[src/design/pcs_regs.svh]
// constants for the program counter sequencer
// assumes inclusion by the package and the design module only
`ifndef PCS_REGS_SVH
`define PCS_REGS_SVH
`define PCS_PC_WIDTH      10
`define PCS_STACK_DEPTH   5
`define PCS_SP_WIDTH      3
`define PCS_OPERAND_WIDTH 11
`define PCS_WORD_WIDTH    16
`define PCS_RESET_PC      10'h000
`define PCS_VEC_SERIAL    10'h001
`define PCS_VEC_TIMER     10'h002
`define PCS_VEC_EXTERNAL  10'h003
`define PCS_SMALL_LIMIT   10'h300
`define PCS_BLANK_WORD    16'hFFFF
`endif

[src/design/pcs_pkg.sv]
// types shared by the program counter sequencer
// assumes the constants header sits beside it
`include "pcs_regs.svh"
package pcs_pkg;
    typedef enum logic [3:0] {
        PCS_OP_NONE,
        PCS_OP_JUMP_DIRECT,
        PCS_OP_JUMP_POINTER,
        PCS_OP_CALL_DIRECT,
        PCS_OP_CALL_POINTER,
        PCS_OP_SUBROUTINE_EXIT,
        PCS_OP_EXIT_WITH_SKIP,
        PCS_OP_INTERRUPT_EXIT,
        PCS_OP_TABLE_FETCH
    } pcs_op_e;
    typedef enum logic [1:0] {
        PCS_IRQ_SERIAL,
        PCS_IRQ_TIMER,
        PCS_IRQ_EXTERNAL
    } pcs_irq_e;
    typedef logic [`PCS_PC_WIDTH-1:0] pcs_addr_t;
endpackage : pcs_pkg

[src/design/pcs_program_counter.sv]
// program counter sequencer: next-address choice, return stack, table read
// assumes one op per instruction cycle from decode, stepEn marking cycles
//
// Contract
// - increment by one unless something loads
// - program counter is ten bits wide
// - reset forces counter to address zero
// - direct jump loads operand address
// - indirect jump copies pointer bits nine..zero
// - direct call pushes then loads operand
// - indirect call pushes then loads pointer
// - stack holds five ten-bit entries
// - all three returns reload popped address
// - table read pushes, addresses pointer, captures
// - table read pops saved counter afterward
// - table read occupies one stack level
// - true skip turns next instruction to nop
// - skip costs same cycles either way
// - interrupt pushes then loads source vector
// - small variant has 768 words
// - small variant beyond 300H reads all ones
// - counter does not wrap after 02FFH
// - vectors fixed at 0000H to 0003H
// - operands eleven bits, top bit zero
// - table read fills four latch nibbles
// - table read takes two instruction cycles
`timescale 1ns/100ps
`include "pcs_regs.svh"
module pcs_program_counter #(
    parameter int SMALL_MEM = 1            // 1: 768-word variant
) (
    input  wire logic                          clk,          // 40 MHz
    input  wire logic                          sys_rst,      // sync high
    input  wire logic                          stepEn,       // cycle edge
    input  wire pcs_pkg::pcs_op_e              opCode,       // decoded op
    input  wire logic [`PCS_OPERAND_WIDTH-1:0] operand,      // jump target
    input  wire logic [`PCS_PC_WIDTH-1:0]      jumpPointer,  // pointer reg
    input  wire logic                          skipTrue,     // skip met
    input  wire logic                          irqTake,      // irq accepted
    input  wire pcs_pkg::pcs_irq_e             irqSource,    // irq source
    input  wire logic [`PCS_WORD_WIDTH-1:0]    romWord,      // rom data
    output logic [`PCS_PC_WIDTH-1:0]           programCount, // current pc
    output logic [`PCS_PC_WIDTH-1:0]           romAddr,      // fetch addr
    output logic [`PCS_WORD_WIDTH-1:0]         fetchWord,    // fetched word
    output logic                               nopSlot,      // run as nop
    output logic [`PCS_WORD_WIDTH-1:0]         tableLatch,   // table data
    output logic                               tableBusy,    // 2nd cycle
    output logic [`PCS_SP_WIDTH-1:0]           stackPtr      // stack level
);
    import pcs_pkg::*;

    localparam int DEPTH = `PCS_STACK_DEPTH;

    logic [`PCS_PC_WIDTH-1:0]   pc_reg,    pc_next;
    logic [`PCS_PC_WIDTH-1:0]   addr_reg,  addr_next;
    logic [`PCS_PC_WIDTH-1:0]   stack_reg [DEPTH];
    logic [`PCS_PC_WIDTH-1:0]   stack_next[DEPTH];
    logic [`PCS_SP_WIDTH-1:0]   sp_reg,    sp_next;
    logic                       skip_reg,  skip_next;
    logic                       tbl_reg,   tbl_next;
    logic [`PCS_WORD_WIDTH-1:0] latch_reg, latch_next;
    logic [`PCS_WORD_WIDTH-1:0] word_reg,  word_next;
    logic [`PCS_PC_WIDTH-1:0]   seqAddr;
    logic [`PCS_SP_WIDTH-1:0]   spTop;
    logic                       opLive;

    // wrap the pointer inside the five entries
    function automatic logic [`PCS_SP_WIDTH-1:0] spStep(
        input logic [`PCS_SP_WIDTH-1:0] sp,
        input logic                     up
    );
        if (up) begin
            spStep = (sp == `PCS_SP_WIDTH'(DEPTH - 1)) ? '0 : sp + 1'b1;
        end else begin
            spStep = (sp == '0) ? `PCS_SP_WIDTH'(DEPTH - 1) : sp - 1'b1;
        end
    endfunction

    // small part: unimplemented space reads as all ones
    function automatic logic [`PCS_WORD_WIDTH-1:0] romView(
        input logic [`PCS_PC_WIDTH-1:0]   a,
        input logic [`PCS_WORD_WIDTH-1:0] w
    );
        if (SMALL_MEM != 0 && a >= `PCS_SMALL_LIMIT) begin
            romView = `PCS_BLANK_WORD;
        end else begin
            romView = w;
        end
    endfunction

    assign seqAddr = pc_reg + 1'b1;    // no wrap at 02FFH
    assign spTop   = spStep(sp_reg, 1'b0);

    always_comb begin
        pc_next    = pc_reg;
        addr_next  = addr_reg;
        stack_next = stack_reg;
        sp_next    = sp_reg;
        skip_next  = skip_reg;
        tbl_next   = tbl_reg;
        latch_next = latch_reg;
        word_next  = romView(addr_reg, romWord);
        if (sys_rst) begin
            pc_next   = `PCS_RESET_PC;
            addr_next = `PCS_RESET_PC;
            sp_next   = '0;
            skip_next = 1'b0;
            tbl_next  = 1'b0;
        end else if (stepEn && tbl_reg) begin
            // second cycle: capture word, pop the saved counter
            latch_next = romView(addr_reg, romWord);
            pc_next    = stack_reg[spTop];
            addr_next  = stack_reg[spTop];
            sp_next    = spTop;
            tbl_next   = 1'b0;
        end else if (stepEn) begin
            skip_next = 1'b0;
            pc_next   = seqAddr;
            if (irqTake) begin
                stack_next[sp_reg] = seqAddr;
                sp_next = spStep(sp_reg, 1'b1);
                unique case (irqSource)
                    PCS_IRQ_SERIAL:   pc_next = `PCS_VEC_SERIAL;
                    PCS_IRQ_TIMER:    pc_next = `PCS_VEC_TIMER;
                    PCS_IRQ_EXTERNAL: pc_next = `PCS_VEC_EXTERNAL;
                    default:          pc_next = `PCS_RESET_PC;
                endcase
            end else if (skip_reg) begin
                pc_next = seqAddr;
            end else begin
                unique case (opCode)
                    PCS_OP_JUMP_DIRECT:
                        pc_next = operand[`PCS_PC_WIDTH-1:0];
                    PCS_OP_JUMP_POINTER:
                        pc_next = jumpPointer;
                    PCS_OP_CALL_DIRECT: begin
                        stack_next[sp_reg] = seqAddr;
                        sp_next = spStep(sp_reg, 1'b1);
                        pc_next = operand[`PCS_PC_WIDTH-1:0];
                    end
                    PCS_OP_CALL_POINTER: begin
                        stack_next[sp_reg] = seqAddr;
                        sp_next = spStep(sp_reg, 1'b1);
                        pc_next = jumpPointer;
                    end
                    PCS_OP_SUBROUTINE_EXIT,
                    PCS_OP_INTERRUPT_EXIT: begin
                        pc_next = stack_reg[spTop];
                        sp_next = spTop;
                    end
                    PCS_OP_EXIT_WITH_SKIP: begin
                        pc_next   = stack_reg[spTop];
                        sp_next   = spTop;
                        skip_next = 1'b1;
                    end
                    PCS_OP_TABLE_FETCH: begin
                        stack_next[sp_reg] = seqAddr;
                        sp_next = spStep(sp_reg, 1'b1);
                        pc_next = jumpPointer;
                        tbl_next = 1'b1;
                    end
                    default: begin
                        pc_next   = seqAddr;
                        skip_next = skipTrue;
                    end
                endcase
            end
            addr_next = pc_next;
        end
    end

    always_ff @(posedge clk) begin
        pc_reg    <= pc_next;
        addr_reg  <= addr_next;
        stack_reg <= stack_next;
        sp_reg    <= sp_next;
        skip_reg  <= skip_next;
        tbl_reg   <= tbl_next;
        latch_reg <= latch_next;
        word_reg  <= word_next;
    end

    always_ff @(posedge clk) begin
        programCount <= pc_next;
        romAddr      <= addr_next;
        fetchWord    <= word_next;
        nopSlot      <= skip_next;
        tableLatch   <= latch_next;
        tableBusy    <= tbl_next;
        stackPtr     <= sp_next;
    end

    // op that no skip, irq or table cycle masks
    assign opLive = stepEn && !tbl_reg && !irqTake && !skip_reg;

    a_reset_zero: assert property (@(posedge clk)
        sys_rst |=> programCount == `PCS_RESET_PC
        && romAddr == `PCS_RESET_PC && stackPtr == '0
        && !nopSlot && !tableBusy)
        else $error("pc not zero after reset");
    a_step_inc: assert property (
        @(posedge clk) disable iff (sys_rst)
        stepEn && !tbl_reg && !irqTake && opCode == PCS_OP_NONE
        |=> programCount == $past(pc_reg) + 1'b1)
        else $error("pc did not increment");
    a_no_wrap: assert property (
        @(posedge clk) disable iff (sys_rst)
        opLive && opCode == PCS_OP_NONE && seqAddr == `PCS_SMALL_LIMIT
        |=> programCount == `PCS_SMALL_LIMIT)
        else $error("pc wrapped after last word");
    a_jump_direct: assert property (
        @(posedge clk) disable iff (sys_rst)
        opLive && opCode == PCS_OP_JUMP_DIRECT
        |=> programCount == $past(operand[`PCS_PC_WIDTH-1:0]))
        else $error("direct jump target wrong");
    a_jump_load: assert property (
        @(posedge clk) disable iff (sys_rst)
        stepEn && !tbl_reg && !irqTake && !skip_reg
        && opCode == PCS_OP_JUMP_POINTER
        |=> programCount == $past(jumpPointer))
        else $error("indirect jump target wrong");
    a_call_push: assert property (
        @(posedge clk) disable iff (sys_rst)
        stepEn && !tbl_reg && !irqTake && !skip_reg
        && opCode == PCS_OP_CALL_DIRECT
        |=> stackPtr == spStep($past(sp_reg), 1'b1)
        && programCount == $past(operand[`PCS_PC_WIDTH-1:0]))
        else $error("direct call wrong");
    a_call_pointer: assert property (
        @(posedge clk) disable iff (sys_rst)
        opLive && opCode == PCS_OP_CALL_POINTER
        |=> programCount == $past(jumpPointer)
        && stack_reg[$past(sp_reg)] == $past(seqAddr))
        else $error("indirect call wrong");
    a_return_pop: assert property (
        @(posedge clk) disable iff (sys_rst)
        opLive && (opCode == PCS_OP_SUBROUTINE_EXIT
        || opCode == PCS_OP_EXIT_WITH_SKIP
        || opCode == PCS_OP_INTERRUPT_EXIT)
        |=> programCount == $past(stack_reg[spTop])
        && sp_reg == $past(spTop))
        else $error("return did not pop");
    a_irq_vector: assert property (
        @(posedge clk) disable iff (sys_rst)
        stepEn && !tbl_reg && irqTake && irqSource == PCS_IRQ_TIMER
        |=> programCount == `PCS_VEC_TIMER)
        else $error("timer vector wrong");
    a_irq_serial: assert property (
        @(posedge clk) disable iff (sys_rst)
        stepEn && !tbl_reg && irqTake && irqSource == PCS_IRQ_SERIAL
        |=> programCount == `PCS_VEC_SERIAL)
        else $error("serial vector wrong");
    a_irq_external: assert property (
        @(posedge clk) disable iff (sys_rst)
        stepEn && !tbl_reg && irqTake && irqSource == PCS_IRQ_EXTERNAL
        |=> programCount == `PCS_VEC_EXTERNAL)
        else $error("external vector wrong");
    a_irq_push: assert property (
        @(posedge clk) disable iff (sys_rst)
        stepEn && !tbl_reg && irqTake
        |=> stack_reg[$past(sp_reg)] == $past(seqAddr)
        && stackPtr == spStep($past(sp_reg), 1'b1))
        else $error("interrupt push wrong");
    a_table_push: assert property (
        @(posedge clk) disable iff (sys_rst)
        opLive && opCode == PCS_OP_TABLE_FETCH
        |=> stack_reg[$past(sp_reg)] == $past(seqAddr)
        && stackPtr == spStep($past(sp_reg), 1'b1))
        else $error("table read did not push");
    a_table_two: assert property (
        @(posedge clk) disable iff (sys_rst)
        stepEn && !tbl_reg && !irqTake && !skip_reg
        && opCode == PCS_OP_TABLE_FETCH
        |=> tableBusy && romAddr == $past(jumpPointer))
        else $error("table read first cycle wrong");
    a_table_pop: assert property (
        @(posedge clk) disable iff (sys_rst)
        stepEn && tbl_reg |=> !tableBusy
        && programCount == $past(stack_reg[spTop]))
        else $error("table read did not restore pc");
    a_latch_word: assert property (
        @(posedge clk) disable iff (sys_rst)
        stepEn && tbl_reg && addr_reg < `PCS_SMALL_LIMIT
        |=> tableLatch == $past(romWord))
        else $error("table word not latched");
    a_blank_rom: assert property (
        @(posedge clk) disable iff (sys_rst)
        SMALL_MEM != 0 && addr_reg >= `PCS_SMALL_LIMIT
        |=> fetchWord == `PCS_BLANK_WORD)
        else $error("blank space not all ones");
    a_skip_flag: assert property (
        @(posedge clk) disable iff (sys_rst)
        opLive && opCode == PCS_OP_NONE
        |=> nopSlot == $past(skipTrue) && !tableBusy)
        else $error("skip flag wrong");
    a_skip_nop: assert property (
        @(posedge clk) disable iff (sys_rst)
        stepEn && !tbl_reg && !irqTake && skip_reg
        |=> programCount == $past(pc_reg) + 1'b1)
        else $error("skipped slot changed flow");

    c_call_ret: cover property (@(posedge clk)
        opCode == PCS_OP_CALL_DIRECT && stepEn ##[1:20]
        opCode == PCS_OP_SUBROUTINE_EXIT && stepEn);
    c_table: cover property (@(posedge clk) tbl_reg && stepEn);
    c_irq: cover property (@(posedge clk) irqTake && stepEn);
    c_skip: cover property (@(posedge clk) skip_reg && stepEn);
    c_exit_skip: cover property (@(posedge clk)
        opLive && opCode == PCS_OP_EXIT_WITH_SKIP);
endmodule // pcs_program_counter

[config.mk]
export PLATFORM = sky130hd
export DESIGN_NAME = pcs_program_counter
export DESIGN_NICKNAME = d
export VERILOG_FILES = /design/src/design/pcs_pkg.sv /design/src/design/pcs_program_counter.sv
export VERILOG_INCLUDE_DIRS = /design/src /design/src/design
export SDC_FILE = /design/constraint.sdc
export NUM_CORES = 1
export LEC_CHECK = 0
export CAP_MARGIN = 5
export CORE_MARGIN = 2
export CORE_UTILIZATION = 50
export CTS_CLUSTER_DIAMETER = 40
export DETAILED_ROUTE_END_ITERATION = 10
export DONT_BUFFER_PORTS = 1
export GPL_ROUTABILITY_DRIVEN = 0
export PLACE_DENSITY = 0.69
export SYNTH_ARGS = -nofsm -noshare
export SYNTH_HDL_FRONTEND = slang
export SYNTH_SLANG_ARGS = --single-unit
[constraint.sdc]
create_clock -name clk -period 3.65 [get_ports clk]
set_input_delay 0.5475 -clock clk [delete_from_list [all_inputs] [get_ports clk]]
set_output_delay 0.5475 -clock clk [all_outputs]
set_load 0.005 [all_outputs]
==> results.md <==
- Result of the run: complete, no violations
- Worst max-slew margin expressed relative to the limit: 0.445
- Number of input and output port buffers inserted: 0
- Largest fanout on the critical path: 12
- Share of flip-flops with an asynchronous set or reset after synthesis: 0
- First-pass GRT wire length: 16400 um
- Final nets: 457
- Vias in the first global route: 3062
- First-pass iteration count of the detailed router: 5
- List of cells traversed by the critical path: inv_1 -> ha_1 -> or2_2 -> o21ai_2 -> a21oi_1 -> or4_1 -> o221ai_1
- Effective utilization at floorplan: 0.511
- Slowest CP cell: sky130_fd_sc_hd__dfxtp_1
- Total length of routed wires: 10400 um
- Peak supply drop: 0.000351 V
- RSZ-0062 raised after global routing: no
- Post-detail-place hpwl: 7410 um
- Main flop type after synthesis: sky130_fd_sc_hd__edfxtp_1
- Gr usage total: 0.214
- Critical Path End Type: register
- Total global routing overflow: 0
- Max Buffers Root-to-Sink: 2
- Number of antenna violations at the first check in global routing: 0
- Post-synthesis instance total: 420
- Number of setup buffers added after CTS: 0
- Gates resized, CTS repair: 0
- Proportion of power drawn by the clock network: 0.313
- Combinational share of power: 0.128
- Cell-internal power: 1.61 mW
- Standby leakage power: 1.68 nW
- Setup slack of the critical path after layout: 877 ps
- Crit share post-route: 0.760
- Critical path arrival: 3060 ps
- Max incr delay on CP: 540 ps
- Maximum clock rate: 361 MHz
- Seq/Total Area, Yosys: 0.556
- Total of flip-flops plus latches after synthesis: 97
- Final Hold Slack: 231 ps
- Measured slew at the worst slew-check pin: 831 ps
- Vias after detailed routing: 3331
- Die outline area: 0.0102 mm^2
- Minimum clock period: 2770 ps
- Num CTS Buffers: 9
- Synthesized net count: 475
- Compound-cell area share of the yosys netlist: 0.152
- Worst slack, placed: 873 ps
- Average cell area after synthesis: 11.1 um^2
- Wire length per cell: 20.1 um
- Xor and xnor fraction of the mapped netlist area: 0.0131
- Post-route ant nets: 0
- Critical path required time: 3940 ps
- Sw power: 603 uW
- Worst path bufs/invs: 1
- Die Wd: 101 um
- Core box area: 0.00915 mm^2
- Post-Synth Simple-Gate Area: 0.158
- Portion of total power attributed to sequential cells: 0.559
- Synth unique cells: 63
- Sw Share: 0.272
- Clock-pin slew reported for the worst setup and hold paths after clock tree synthesis: 100 ps
- Summed instance area of the synthesized netlist: 0.00468 mm^2
- Clock latency on the worst-skew pair: 370 ps
- Setup TNS after final layout: 0 ps
- Clock tree from TritonCTS: yes
- Total DRC errors in the routed layout: 0
- Adder-cell area share of the yosys netlist: 0.0187
- I/O pin count: 105
- Most frequent cells in the layout: sky130_fd_sc_hd__edfxtp_1 (66), sky130_fd_sc_hd__dfxtp_1 (31), sky130_fd_sc_hd__nor2_1 (26)
- Clock sink count: 97
- Post-synth EDFFs: 66
- Worst hold path class: input port to register
- Critical path startpoint category: register
- Power density cells: 453 mW/mm^2
- Htree depth: 3
- Cell family with the largest share of critical-path delay: simple AND/OR/NAND/NOR gates
- Number of hold-slack violations in the final timing report: 0
- Hold-fix buffers, CTS: 0
- Largest net degree at the start of global routing: 36
- Number of slew-limit violations in the final report: 0
- Number of inserted diodes: 0
- Type of the setup path with the least slack: register to register
- Largest register FFs: 50
- Cell at the root of the clock tree: sky130_fd_sc_hd__clkbuf_8
- Commonest non-fill, non-tap cell in the layout: sky130_fd_sc_hd__edfxtp_1
- Worst Clk Skew: 10.8 ps
- Die Height: 101 um
- Largest family of logic cells by synthesized area: simple AND/OR/NAND/NOR gates
- Ys Warns: 0
- Fraction of final layout cells with drive strength greater than 1: 0.0909
- R2R setup slack: 880 ps
- Number of max-capacitance violations reported: 0
- 1st-iter DRT viols: 269
- Mux share of post-synthesis cell area: 0.0527
- Layout overhead on the synthesized area: 4.54%
- Via/cell ratio: 6.43
- Setup-violating endpoint count in the final report: 0
- Cell Rows: 35
## Yosys cell counts, drive strengths merged (6+ instances only)
cell type,count,area [um^2]
nor2,27,104
a211oi,6,45.0
nand2b,23,144
nand3,9,45.0
mux2i,19,190
a221o,8,80.1
dfxtp,31,621
inv,12,45.0
a21oi,21,105
edfxtp,66,1980
o21ai,22,114
nand2,25,93.8
nor3,10,61.3
ha,7,87.6
buf,19,121
a221oi,6,52.6
nor2b,10,62.6
clkbuf,16,60.1
## worst reg2reg max path, delay by kind of cell (launching register included)
| kind | cells | cell delay (ps) |
|---|---|---|
| adders and majority gates | 1 | 330 |
| and+or+nand+nor | 2 | 940 |
| buffers and inverters | 1 | 140 |
| AOI/OAI and AO/OA | 3 | 750 |
| DFF | 1 | 540 |
## power by group through the flow
stage          Combinational, mW  Clock, mW  Sequential, mW
6_report                   0.283      0.695            1.24
5_1_grt                    0.311      0.759            1.24
4_1_cts                    0.280      0.710            1.24
3_5_place_dp               0.278          0            1.27
3_3_place_gp               0.271          0            1.26
2_1_floorplan              0.237          0            1.25
## metrics by stage
| step | utilization | instances | power (mW) | cell area (um^2) |
|---|---|---|---|---|
| 2_1_floorplan | - | 420 | 1.49 | 4680 |
| 6_report | 0.535 | 518 | 2.22 | 4890 |
| 5_1_grt | 0.535 | 518 | 2.31 | 4890 |
| 3_5_place_dp | 0.512 | 502 | 1.54 | 4690 |
| 3_3_place_gp | 0.512 | 502 | 1.53 | 4690 |
| 4_1_cts | 0.535 | 518 | 2.23 | 4890 |
## logic make-up (layout without fill, tap and decap cells)
logic type               count (synthesis)  count (layout)
AND/OR/NAND/NOR                        135             135
AO/OA/AOI/OAI                          102             102
buffers and inverters                   48              35
adder cells (fa/ha/maj)                  7               7
multiplexers                            24              24
XOR/XNOR                                 7               7
flip-flops                              97              97
## path summary, 6_finish.rpt
check	from	to	cells past startpoint
setup / recovery	stackPtr[1]	romAddr[1]	7
hold / removal	sys_rst	nopSlot	1
setup reg to reg	stackPtr[1]	romAddr[1]	7
hold reg to reg	stack_reg[3]	romAddr[3]	2
## cell type report
class | instances | area (um^2)
Tap cell | 111 | 139
Multi-Input combinational cell | 275 | 1850
Fill cell | 795 | 4260
Sequential cell | 97 | 2600
Inverter | 13 | 48.8
Timing Repair Buffer | 6 | 45.0
Clock inverter | 6 | 55.1
Clock buffer | 10 | 149
## metal layers
layer	wire [um]	global-route usage	up-vias
met2	4960	0.334	178
met3	827	0.0485	22
met1	4420	0.291	1600
li1	-	-	1531
met4	215	0.0801	0
met5	0	0	-
(Power assumes the default switching activity.)
